[src/logic/slpd_pkg.sv]
package slpd_pkg;

  // ---------------------------------------------------------------
  // Clock and timebase
  // ---------------------------------------------------------------
  localparam int SLPD_CLK_HZ = 10_000_000;
  localparam int SLPD_MS_PER_S = 1000;
  localparam int SLPD_MS_CYCLES = SLPD_CLK_HZ / SLPD_MS_PER_S;

  // ---------------------------------------------------------------
  // Pattern timing, in milliseconds
  // ---------------------------------------------------------------
  localparam int SLPD_MSCNT_W = 10;
  localparam logic [SLPD_MSCNT_W-1:0] SLPD_BLINK_HALF_MS = 10'h0c8;
  localparam logic [SLPD_MSCNT_W-1:0] SLPD_FLASH_ON_MS = 10'h0c8;
  localparam logic [SLPD_MSCNT_W-1:0] SLPD_FLASH_GAP_MS = 10'h0c8;
  localparam int SLPD_DARK_S = 1;
  localparam logic [SLPD_MSCNT_W-1:0] SLPD_DARK_MS = SLPD_MSCNT_W'(SLPD_DARK_S * SLPD_MS_PER_S);
  localparam logic [SLPD_MSCNT_W-1:0] SLPD_FLICKER_PERIOD_MS = 10'h032;
  localparam logic [SLPD_MSCNT_W-1:0] SLPD_FLICKER_HALF_MS = SLPD_FLICKER_PERIOD_MS >> 1;
  // Short activity pulses are stretched so the flicker is visible at all.
  localparam logic [SLPD_MSCNT_W-1:0] SLPD_ACT_HOLD_MS = 10'h064;

  localparam logic [1:0] SLPD_FLASHES_SINGLE = 2'h1;
  localparam logic [1:0] SLPD_FLASHES_DOUBLE = 2'h2;
  localparam logic [1:0] SLPD_FLASHES_TRIPLE = 2'h3;

  typedef enum logic [2:0] {
    SLPD_PAT_OFF,
    SLPD_PAT_ON,
    SLPD_PAT_BLINK,
    SLPD_PAT_SINGLE,
    SLPD_PAT_DOUBLE,
    SLPD_PAT_TRIPLE,
    SLPD_PAT_FLICKER
  } slpd_pat_t;

  // ---------------------------------------------------------------
  // LEDs and module state
  // ---------------------------------------------------------------
  localparam int SLPD_PORTS = 2;
  localparam int SLPD_GREEN_N = 3;
  localparam int SLPD_LED_PWR = 0;
  localparam int SLPD_LED_LINK0 = 1;

  typedef struct packed {
    logic motor_comm;
    logic module_pwr;
    logic bus_fail;
    logic sys_fail;
    logic [SLPD_PORTS-1:0] line_act;
    logic [SLPD_PORTS-1:0] link_up;
  } slpd_in_t;

  typedef struct packed {
    logic bus_led;
    logic sys_led;
    logic [SLPD_GREEN_N-1:0] green;
    slpd_in_t live;
  } slpd_stat_t;

  // ---------------------------------------------------------------
  // Register map, byte addresses
  // ---------------------------------------------------------------
  localparam int SLPD_ADDR_W = 5;
  localparam logic [SLPD_ADDR_W-1:0] SLPD_REG_STATUS = 5'h00;
  localparam logic [SLPD_ADDR_W-1:0] SLPD_REG_CTRL = 5'h04;
  localparam logic [SLPD_ADDR_W-1:0] SLPD_REG_OVR_PAT = 5'h08;
  localparam logic [SLPD_ADDR_W-1:0] SLPD_REG_IRQ_STATUS = 5'h0c;
  localparam logic [SLPD_ADDR_W-1:0] SLPD_REG_IRQ_CLEAR = 5'h10;
  localparam logic [SLPD_ADDR_W-1:0] SLPD_REG_IRQ_ENABLE = 5'h14;

  localparam int SLPD_IRQ_N = 5;
  localparam int SLPD_EV_SYS_FAIL = 0;
  localparam int SLPD_EV_BUS_FAIL = 1;
  localparam int SLPD_EV_LINK0 = 2;
  localparam int SLPD_EV_COMM_LOSS = 4;

endpackage

[src/logic/slpd_pattern.sv]
`timescale 1ns/100ps
module slpd_pattern
  import slpd_pkg::*;
(
  input wire logic i_clk,
  input wire logic i_rst,
  input wire logic i_ms_tick,
  input wire slpd_pat_t i_pattern,
  output logic o_led
);

  typedef struct packed {
    slpd_pat_t pat;
    logic [SLPD_MSCNT_W-1:0] cnt;
    logic [1:0] idx;
    logic on;
    logic led;
  } slpd_gen_st_t;

  slpd_gen_st_t st_reg;
  slpd_gen_st_t st_next;
  logic [1:0] flashes;
  logic flash;
  logic last;
  logic [SLPD_MSCNT_W-1:0] lim;

  always_comb
  begin
    st_next = st_reg;
    flash = 1'b1;
    case (st_reg.pat)
      SLPD_PAT_SINGLE: flashes = SLPD_FLASHES_SINGLE;
      SLPD_PAT_DOUBLE: flashes = SLPD_FLASHES_DOUBLE;
      SLPD_PAT_TRIPLE: flashes = SLPD_FLASHES_TRIPLE;
      default:
      begin
        flashes = SLPD_FLASHES_SINGLE;
        flash = 1'b0;
      end
    endcase
    last = flash && (st_reg.idx == flashes - 2'h1);
    if (st_reg.pat == SLPD_PAT_FLICKER)
      lim = SLPD_FLICKER_HALF_MS;
    else if (st_reg.on)
      lim = flash ? SLPD_FLASH_ON_MS : SLPD_BLINK_HALF_MS;
    else if (last)
      lim = SLPD_DARK_MS;
    else
      lim = flash ? SLPD_FLASH_GAP_MS : SLPD_BLINK_HALF_MS;
    if (i_pattern != st_reg.pat)
    begin
      // A new pattern always starts at the head of its on phase.
      st_next.pat = i_pattern;
      st_next.cnt = '0;
      st_next.idx = '0;
      st_next.on = 1'b1;
    end
    else if (i_ms_tick)
    begin
      if (st_reg.cnt == lim - 1'b1)
      begin
        st_next.cnt = '0;
        st_next.on = !st_reg.on;
        if (!st_reg.on)
          st_next.idx = last ? 2'h0 : st_reg.idx + 2'h1;
      end
      else
        st_next.cnt = st_reg.cnt + 1'b1;
    end
    st_next.led = (st_next.pat == SLPD_PAT_ON) || ((st_next.pat != SLPD_PAT_OFF) && st_next.on);
  end

  always_ff @(posedge i_clk)
  begin
    if (i_rst)
    begin
      st_reg.pat <= SLPD_PAT_OFF;
      st_reg.cnt <= '0;
      st_reg.idx <= '0;
      st_reg.on <= 1'b0;
      st_reg.led <= 1'b0;
    end
    else
      st_reg <= st_next;
  end

  assign o_led = st_reg.led;

endmodule

[src/logic/slpd_top.sv]
// Behaviour
// - Blink is 200 ms on, 200 ms off.
// - Single flash: 200 ms on, 1 s dark.
// - Double flash: two 200 ms flashes, 1 s dark.
// - Triple flash: three 200 ms flashes, 1 s dark.
// - Flicker toggles with a 50 ms period.
// - Link LED off, on, flicker with traffic.
// - Red LEDs steady, follow their failure inputs.
// - Power LED on, flicker without motor, off.
`timescale 1ns/100ps
module slpd_top
  import slpd_pkg::*;
#(
  parameter int MS_CYCLES = SLPD_MS_CYCLES
)
(
  input wire logic I_CORE_CLK,
  input wire logic I_RST,
  input wire logic [SLPD_ADDR_W-1:0] I_AVS_ADDRESS,
  input wire logic I_AVS_READ,
  input wire logic I_AVS_WRITE,
  input wire logic [31:0] I_AVS_WRITEDATA,
  input wire logic [3:0] I_AVS_BYTEENABLE,
  output logic [31:0] O_AVS_READDATA,
  output logic O_AVS_WAITREQUEST,
  input wire logic [SLPD_PORTS-1:0] I_LINK_UP,
  input wire logic [SLPD_PORTS-1:0] I_LINE_ACT,
  input wire logic I_SYSTEM_FAIL,
  input wire logic I_BUS_FAIL,
  input wire logic I_MODULE_PWR,
  input wire logic I_MOTOR_COMM,
  output logic O_POWER_COMM_LED,
  output logic [SLPD_PORTS-1:0] O_LINK_ACT_LED,
  output logic O_SYSTEM_FAILURE_LED,
  output logic O_BUS_FAILURE_LED,
  output logic O_IRQ
);

  // ---------------------------------------------------------------
  // State
  // ---------------------------------------------------------------
  localparam int MSW = (MS_CYCLES > 1) ? $clog2(MS_CYCLES) : 1;
  localparam logic [MSW-1:0] MS_LAST = MSW'(MS_CYCLES - 1);

  typedef struct packed {
    logic [MSW-1:0] ms_cnt;
    logic ms_tick;
    slpd_in_t prev;
    logic [SLPD_PORTS-1:0][SLPD_MSCNT_W-1:0] act_cnt;
    slpd_pat_t [SLPD_GREEN_N-1:0] pat_sel;
    logic sys_led;
    logic bus_led;
    logic [SLPD_GREEN_N-1:0] ovr_en;
    slpd_pat_t ovr_pat;
    logic [SLPD_IRQ_N-1:0] irq_stat;
    logic [SLPD_IRQ_N-1:0] irq_en;
    logic irq;
    logic wait_req;
    logic [31:0] rdata;
  } slpd_top_st_t;

  slpd_top_st_t st_reg;
  slpd_top_st_t st_next;
  slpd_in_t live;
  slpd_stat_t stat;
  logic [SLPD_GREEN_N-1:0] green;
  logic [SLPD_IRQ_N-1:0] ev;
  logic [SLPD_IRQ_N-1:0] clr;
  logic [SLPD_PORTS-1:0] active;
  logic [SLPD_ADDR_W-1:0] addr;
  logic wr_go;

  assign live = '{motor_comm: I_MOTOR_COMM, module_pwr: I_MODULE_PWR, bus_fail: I_BUS_FAIL,
                  sys_fail: I_SYSTEM_FAIL, line_act: I_LINE_ACT, link_up: I_LINK_UP};
  assign stat = '{bus_led: st_reg.bus_led, sys_led: st_reg.sys_led, green: green, live: st_reg.prev};
  assign addr = {I_AVS_ADDRESS[SLPD_ADDR_W-1:2], 2'h0};

  // ---------------------------------------------------------------
  // Next state
  // ---------------------------------------------------------------
  always_comb
  begin
    st_next = st_reg;
    st_next.prev = live;

    // Millisecond timebase shared by every pattern generator.
    if (st_reg.ms_cnt == MS_LAST)
    begin
      st_next.ms_cnt = '0;
      st_next.ms_tick = 1'b1;
    end
    else
    begin
      st_next.ms_cnt = st_reg.ms_cnt + 1'b1;
      st_next.ms_tick = 1'b0;
    end

    // Traffic pulses may be one cycle wide, so each is held for a while.
    for (int i = 0; i < SLPD_PORTS; i++)
    begin
      if (live.line_act[i])
        st_next.act_cnt[i] = SLPD_ACT_HOLD_MS;
      else if (st_reg.ms_tick && (st_reg.act_cnt[i] != '0))
        st_next.act_cnt[i] = st_reg.act_cnt[i] - 1'b1;
      active[i] = live.line_act[i] || (st_reg.act_cnt[i] != '0);
    end

    // Pattern choice for the green LEDs.
    for (int i = 0; i < SLPD_PORTS; i++)
    begin
      if (!live.link_up[i])
        st_next.pat_sel[SLPD_LED_LINK0 + i] = SLPD_PAT_OFF;
      else if (active[i])
        st_next.pat_sel[SLPD_LED_LINK0 + i] = SLPD_PAT_FLICKER;
      else
        st_next.pat_sel[SLPD_LED_LINK0 + i] = SLPD_PAT_ON;
    end
    if (!live.module_pwr)
      st_next.pat_sel[SLPD_LED_PWR] = SLPD_PAT_OFF;
    else if (live.motor_comm)
      st_next.pat_sel[SLPD_LED_PWR] = SLPD_PAT_ON;
    else
      st_next.pat_sel[SLPD_LED_PWR] = SLPD_PAT_FLICKER;
    for (int i = 0; i < SLPD_GREEN_N; i++)
    begin
      if (st_reg.ovr_en[i])
        st_next.pat_sel[i] = st_reg.ovr_pat;
    end

    // The red LEDs are never patterned and cannot be overridden.
    st_next.sys_led = live.sys_fail;
    st_next.bus_led = live.bus_fail;

    // Events seen on the module state inputs.
    ev = '0;
    ev[SLPD_EV_SYS_FAIL] = live.sys_fail && !st_reg.prev.sys_fail;
    ev[SLPD_EV_BUS_FAIL] = live.bus_fail && !st_reg.prev.bus_fail;
    for (int i = 0; i < SLPD_PORTS; i++)
      ev[SLPD_EV_LINK0 + i] = live.link_up[i] != st_reg.prev.link_up[i];
    ev[SLPD_EV_COMM_LOSS] = live.module_pwr && st_reg.prev.motor_comm && !live.motor_comm;

    // Avalon slave with one wait state: the first cycle of a request
    // captures read data, the second drops waitrequest and commits.
    wr_go = I_AVS_WRITE && !st_reg.wait_req;
    clr = '0;
    if ((I_AVS_READ || I_AVS_WRITE) && st_reg.wait_req)
    begin
      st_next.wait_req = 1'b0;
      if (I_AVS_READ)
      begin
        case (addr)
          SLPD_REG_STATUS: st_next.rdata = 32'(stat);
          SLPD_REG_CTRL: st_next.rdata = 32'(st_reg.ovr_en);
          SLPD_REG_OVR_PAT: st_next.rdata = 32'(st_reg.ovr_pat);
          SLPD_REG_IRQ_STATUS: st_next.rdata = 32'(st_reg.irq_stat);
          SLPD_REG_IRQ_ENABLE: st_next.rdata = 32'(st_reg.irq_en);
          default: st_next.rdata = '0;
        endcase
      end
    end
    else
      st_next.wait_req = 1'b1;

    if (wr_go && I_AVS_BYTEENABLE[0])
    begin
      case (addr)
        SLPD_REG_CTRL: st_next.ovr_en = I_AVS_WRITEDATA[SLPD_GREEN_N-1:0];
        SLPD_REG_OVR_PAT: st_next.ovr_pat = slpd_pat_t'(I_AVS_WRITEDATA[2:0]);
        SLPD_REG_IRQ_CLEAR: clr = I_AVS_WRITEDATA[SLPD_IRQ_N-1:0];
        SLPD_REG_IRQ_ENABLE: st_next.irq_en = I_AVS_WRITEDATA[SLPD_IRQ_N-1:0];
        default: clr = '0;
      endcase
    end

    // An event in the clearing cycle survives the clear.
    st_next.irq_stat = (st_reg.irq_stat & ~clr) | ev;
    st_next.irq = |(st_next.irq_stat & st_next.irq_en);
  end

  always_ff @(posedge I_CORE_CLK)
  begin
    if (I_RST)
    begin
      st_reg.ms_cnt <= '0;
      st_reg.ms_tick <= 1'b0;
      st_reg.prev <= '0;
      st_reg.act_cnt <= '0;
      st_reg.pat_sel <= {SLPD_GREEN_N{SLPD_PAT_OFF}};
      st_reg.sys_led <= 1'b0;
      st_reg.bus_led <= 1'b0;
      st_reg.ovr_en <= '0;
      st_reg.ovr_pat <= SLPD_PAT_OFF;
      st_reg.irq_stat <= '0;
      st_reg.irq_en <= '0;
      st_reg.irq <= 1'b0;
      st_reg.wait_req <= 1'b1;
      st_reg.rdata <= '0;
    end
    else
      st_reg <= st_next;
  end

  // ---------------------------------------------------------------
  // Green LED pattern generators
  // ---------------------------------------------------------------
  for (genvar g = 0; g < SLPD_GREEN_N; g++)
  begin : gen_green
    slpd_pattern u_pat (
      .i_clk(I_CORE_CLK),
      .i_rst(I_RST),
      .i_ms_tick(st_reg.ms_tick),
      .i_pattern(st_reg.pat_sel[g]),
      .o_led(green[g])
    );
  end

  // ---------------------------------------------------------------
  // Outputs
  // ---------------------------------------------------------------
  assign O_POWER_COMM_LED = green[SLPD_LED_PWR];
  assign O_LINK_ACT_LED = green[SLPD_LED_LINK0 +: SLPD_PORTS];
  assign O_SYSTEM_FAILURE_LED = st_reg.sys_led;
  assign O_BUS_FAILURE_LED = st_reg.bus_led;
  assign O_IRQ = st_reg.irq;
  assign O_AVS_READDATA = st_reg.rdata;
  assign O_AVS_WAITREQUEST = st_reg.wait_req;

endmodule

[config.mk]
export PLATFORM = sky130hd
export DESIGN_NAME = slpd_top
export DESIGN_NICKNAME = d
export VERILOG_FILES = /design/src/logic/slpd_pkg.sv /design/src/logic/slpd_pattern.sv /design/src/logic/slpd_top.sv
export SDC_FILE = /design/constraint.sdc
export NUM_CORES = 1
export LEC_CHECK = 0
export BUFFER_PORTS_ARGS = -buffer_cell sky130_fd_sc_hd__buf_2
export CAP_MARGIN = 20
export CORE_ASPECT_RATIO = 0.75
export CORE_MARGIN = 8
export CORE_UTILIZATION = 57
export DETAILED_ROUTE_END_ITERATION = 7
export GPL_TIMING_DRIVEN = 0
export MAX_ROUTING_LAYER = met4
export PLACE_DENSITY = 0.8
export SLEW_MARGIN = 30
export SYNTH_ARGS = -nofsm -noshare
export SYNTH_HDL_FRONTEND = slang
export SYNTH_SLANG_ARGS = --single-unit
[constraint.sdc]
create_clock -name I_CORE_CLK -period 2.5 [get_ports I_CORE_CLK]
set_input_delay 0.5 -clock I_CORE_CLK [delete_from_list [all_inputs] [get_ports I_CORE_CLK]]
set_output_delay 0.5 -clock I_CORE_CLK [all_outputs]
set_load 0.02 [all_outputs]
# Word-level counts from Yosys, hierarchy flattened
# Cells that the tools add are included.
# Widths: inputs -> output; s select.
dict set report totals {
  mem_count 0
  ff_bits 153
  mem_bits_rw 0
  elab_cells 196
  in_bits 53
  latchBits 0
  romBits 0
}
dict set report classes {
  shifts 0
  n_reduce_logical 52
  add_sub_neg 15
  n_lt_le_gt_ge 0
  bitwise_logic 7
  multipliers 0
  div_mod_pow 0
  mux 53
  n_eq_ne 32
}
# operator n
set ops {}
lappend ops {{$mux 10} 12}
lappend ops {{$pmux 13 s5} 1}
lappend ops {{$sub 10x1->10 const B} 5}
lappend ops {{$mux 3} 12}
lappend ops {{$eq 3x3->1 const B} 11}
lappend ops {{$add 10x1->10 const B} 3}
lappend ops {{$eq 10x10->1} 3}
lappend ops {{$mux 7} 4}
lappend ops {{$mux 5} 4}
lappend ops {{$reduce_bool 10->1} 2}
lappend ops {{$eq 3x2->1 const B} 5}
lappend ops {{$logic_and 1x1->1} 15}
lappend ops {{$add 14x1->14 const B} 1}
lappend ops {{$eq 14x14->1 const B} 1}
lappend ops {{$mux 1} 14}
lappend ops {{$eq 3x1->1 const B} 4}
lappend ops {{$pmux 2 s2} 3}
lappend ops {{$reduce_or 2->1} 6}
lappend ops {{$and 5x5->5} 2}
lappend ops {{$ne 3x3->1} 3}
lappend ops {{$reduce_and 3->1} 3}
lappend ops {{$reduce_bool 3->1} 3}
lappend ops {{$reduce_or 3->1} 3}
lappend ops {{$logic_not 1->1} 7}
lappend ops {{other kinds (13)} 32}

# Depth between registers and ports, before layout
dict set report depth {
  ltp_word 15
  mapped_depth 8
}

# Modules after synthesis
# Synthesis repeated with hierarchy kept, for this count alone.
dict set report unflattened {
  hier_cells 727
  area_unflattened_um2 6562.5
}
# module n_inst cells_per_inst area_each_um2
set by_module_without_submodules {}
lappend by_module_without_submodules {slpd_top 1 409 3698.5}
lappend by_module_without_submodules {slpd_pattern 3 106 954.7}

# Worst setup path after synthesis
# No wires, ideal clock.
dict set report synth_timing {
  path_kind {register -> register}
  startpoint {register gen_green[1].u_pat.st_reg[4] (netlist bit)}
  endpoint {register gen_green[1].u_pat.st_reg (netlist bit gen_green[1].u_pat.o_led)}
  path_buffers 0
  synth_period_minus_slack_ns 2.036
  stages_incl_launch_ff 7
  path_slack_ns 0.464
  setup_time_ns 0.091
  t_required_ns 2.409
  arrival_time_ns 1.945
  cell_sequence {dfxtp_1 -> or4_1 -> or4_4 -> a21oi_4 -> o21ai_1 -> xnor2_1 -> a311oi_1}
}
dict set report synth_via {
  elab_chain_len 6
}
# item line
set synth_lines {}
lappend synth_lines {{from (decl)} slpd_pattern.sv:20} ;# slpd_gen_st_t st_reg;
lappend synth_lines {{from (signal assigned)} slpd_pattern.sv:84} ;# st_reg <= st_next;
lappend synth_lines {{$eq 10x10->1} slpd_pattern.sv:60} ;# if (st_reg.cnt == lim - 1'b1)
lappend synth_lines {{$mux 1} slpd_pattern.sv:60}
lappend synth_lines {{$mux 1} slpd_pattern.sv:58} ;# else if (i_ms_tick)
lappend synth_lines {{$mux 1} slpd_pattern.sv:50} ;# if (i_pattern != st_reg.pat)
lappend synth_lines {{$logic_and 1x1->1} slpd_pattern.sv:70} ;# st_next.led = (st_next.pat == SLPD_PAT_ON) || ((st_next.pat != SLPD_PAT_OFF) && st_next.on);
lappend synth_lines {{$logic_or 1x1->1} slpd_pattern.sv:70}
# Every way passes these cells.
# A chain may end at the register's enable or synchronous reset.

# Worst setup path after layout
# Ends and elaborated chain as after synthesis.

==> results.ini <==
[run_status]
outcome = finished clean

[drt]
post_drt_wl_per_cell_um = 15.2
vias = 5240
drcViolationCount = 0
drt_iter0_markers = 337
vias_per_cell = 5.63
drt_pre_antenna_iters = 5
totalWireLength_mm = 14.2
ant_nets = 0

[floorplan]
die_y_um = 106
initial_core_util_pct = 57.5
dieArea_sq_um = 14500
pin_count = 92
core_sq_um = 10800
fp.dieW_um = 136
row_count = 33

[sta]
tns_ns = 0
rsz0062_at_grt = false
relSlewSlack_pct = 50.7
setup_viol = 0
tightest_slew_ns = 0.735
post-route-period-util_pct = 91.8
fmax_ghz = 0.436
finalHoldViolations = 0
slew_viol_final = 0
layout_setup_ws_ns = 0.205
post-route-min-period_ns = 2.29
skew_ns = 0.00939

[worst_setup_path]
regToRegEndpoint = gen_green[1].u_pat.o_led
reg2reg_slack_ns = 0.21
reg2reg_from = gen_green[1].u_pat.st_reg[4]
worstPathArrival_ns = 2.56
crit_path_start_kind = register
endpoint = gen_green[1].u_pat.o_led
startpoint = gen_green[1].u_pat.st_reg[4]
cp-end-kind = register
required_ns = 2.76
r2r_cells = 6
crit_path_max_fanout = 7
crit_type = reg -> reg

[yosys]
synth_enable_flop_cells = 0
synth_cells = 702
ys_seq_elements = 133
yosysUniqueCellTypes = 66
synth.cell_area_sq_um = 6190
ys.flop_type = dfxtp_1
avgSynthCellArea_sq_um = 8.82
async_flop_share_pct = 0
yosys_warnings = 0
ys_seq_area_share_pct = 43.0

[grt]
grt_pass1_vias = 5191
gr-total-overflow = 0
grt_pass1_wl_mm = 23.8
grt.total_usage_pct = 20.7
antenna_found_initial = 0
grt_max_degree = 17

[place]
io_buffers = 39
gp_congestion = 0.949
dp_hpwl_mm = 10.0
dp_worst_setup_slack_ns = 0.280

[pwr]
p_seq_share_pct = 43.2
leakage_nw = 2.85
clkPwrFrac_pct = 50.6
p_sw_mw = 1.15
peakVddDrop_v = 0.000570
cell_internal_pwr_mw = 3.99
p_per_area_nw_per_um2 = 708
p_sw_share_pct = 22.3
pwr-share-comb_pct = 6.2

[clocking]
cts.sink_count = 133
cts_tree = built
cts_resized = 0
cts_buffer_depth = 2
clkSlewWorstSetupHoldPaths_ns = 0.06
h-tree-depth = 4
cts_buffers = 17
post-cts-setup-buffers = 0
root_buffer = clkbuf_16
holdBufCountCts = 0
clk_latency_ns = 0.41

[worst_hold_path]
hp-class = in -> reg
min_path_cells = 2

[layout]
mostFrequentLayoutCells = dfxtp_1, nor2_1, nand2_1
largest_reg_flops = 66
layout_commonest_cell = dfxtp_1
final_net_count = 837
area.growth.synth_to_final_pct = 17.0
layout-drive-gt1-share_pct = 15.2
diodes = 0

[flow_run]
max_cap_viol_count = 0

==> how the worst min path moves through the flow <==
stage | startpoint | end | slack, ns
6_report | I_AVS_READ | O_AVS_WAITREQUEST | 0.30
5_1_grt | I_AVS_READ | O_AVS_WAITREQUEST | 0.31
4_1_cts | I_AVS_READ | O_AVS_WAITREQUEST | 0.30
3_5_place_dp | O_AVS_WAITREQUEST | O_AVS_WAITREQUEST | 0.45
3_3_place_gp | O_AVS_WAITREQUEST | O_AVS_WAITREQUEST | 0.43
2_1_floorplan | st_reg[90] | st_reg[90] | 0.43
==> routing by layer <==
| metal | track usage, % | up-vias | part of all wire, % |
|---|---|---|---|
| met5 | - | - | 0 |
| met4 | 8.68 | 0 | 1.8 |
| met3 | 4.34 | 28 | 5.0 |
| met2 | 33.1 | 142 | 48 |
| met1 | 25.1 | 2523 | 45 |
| li1 | - | 2547 | - |
==> cells by family after synthesis <==
family,after synthesis,synth area share [%]
mux,21,3.50
fa+ha+maj,6,1.21
xor+xnor,66,9.34
buf+inv,66,6.08
other cells,1,0.0606
simple gates,307,25.6
compound gates,102,11.2
flops,133,43.0
==> worst max-delay path: stages (launching register included) <==
cell      delay [ns]
dfxtp_1         0.37
or4_1           0.54
or4_4           0.51
a21oi_4         0.15
o21ai_1         0.12
xnor2_1         0.29
a311oi_1        0.15
==> through the flow <==
stage	std cells	total power [mW]	hold slack (ns)	util (%)	cell area, sq um
floorplan	720	2.48	0.430	-	6260
global placement	899	2.56	0.429	61.5	6630
detailed placement	899	2.57	0.446	61.6	6640
CTS	931	5.15	0.297	67.2	7250
global route	931	5.28	0.307	67.2	7250
finish	931	5.13	0.296	67.2	7250
==> power groups by stage <==
stage	clock network [mW]	logic [mW]	registers [mW]
6_report	2.60	0.318	2.22
5_1_grt	2.71	0.350	2.22
4_1_cts	2.61	0.314	2.22
3_5_place_dp	0	0.309	2.26
3_3_place_gp	0	0.301	2.26
2_1_floorplan	0	0.224	2.25
==> synth_stat cells (6+ instances only) <==
| cell type | number | share of area, % |
|---|---|---|
| nor4_1 | 6 | 0.61 |
| dfxtp_1 | 133 | 43 |
| nand4_1 | 17 | 1.7 |
| and3_1 | 7 | 0.71 |
| a21oi_1 | 34 | 2.7 |
| nand3b_1 | 6 | 0.73 |
| inv_1 | 15 | 0.91 |
| nand2_1 | 50 | 3.0 |
| nand2b_1 | 9 | 0.91 |
| or3_1 | 7 | 0.71 |
| nand3_1 | 18 | 1.5 |
| nor3b_1 | 6 | 0.73 |
| nor3_1 | 13 | 1.1 |
| clkbuf_1 | 11 | 0.67 |
| o21ai_0 | 11 | 0.89 |
| xnor2_1 | 20 | 2.8 |
| or4_1 | 6 | 0.73 |
| nor2_1 | 110 | 6.7 |
| ha_1 | 6 | 1.2 |
| nor2b_1 | 23 | 2.3 |
| mux2i_1 | 16 | 2.6 |
| a22oi_1 | 13 | 1.6 |
| xor2_1 | 46 | 6.5 |
| o211ai_1 | 7 | 0.85 |
| buf_4 | 34 | 4.1 |
==> layout make-up <==
class / count / area, sq um
buffer: 50 / 317
clock buffer: 24 / 462
clock inverter: 8 / 148
fill: 815 / 3530
inverter: 16 / 60.1
multi-input combinational: 521 / 3230
sequential: 133 / 2660
tap: 140 / 175
timing repair buffer: 39 / 195
Note: power is estimated with default switching activity, not from simulation.
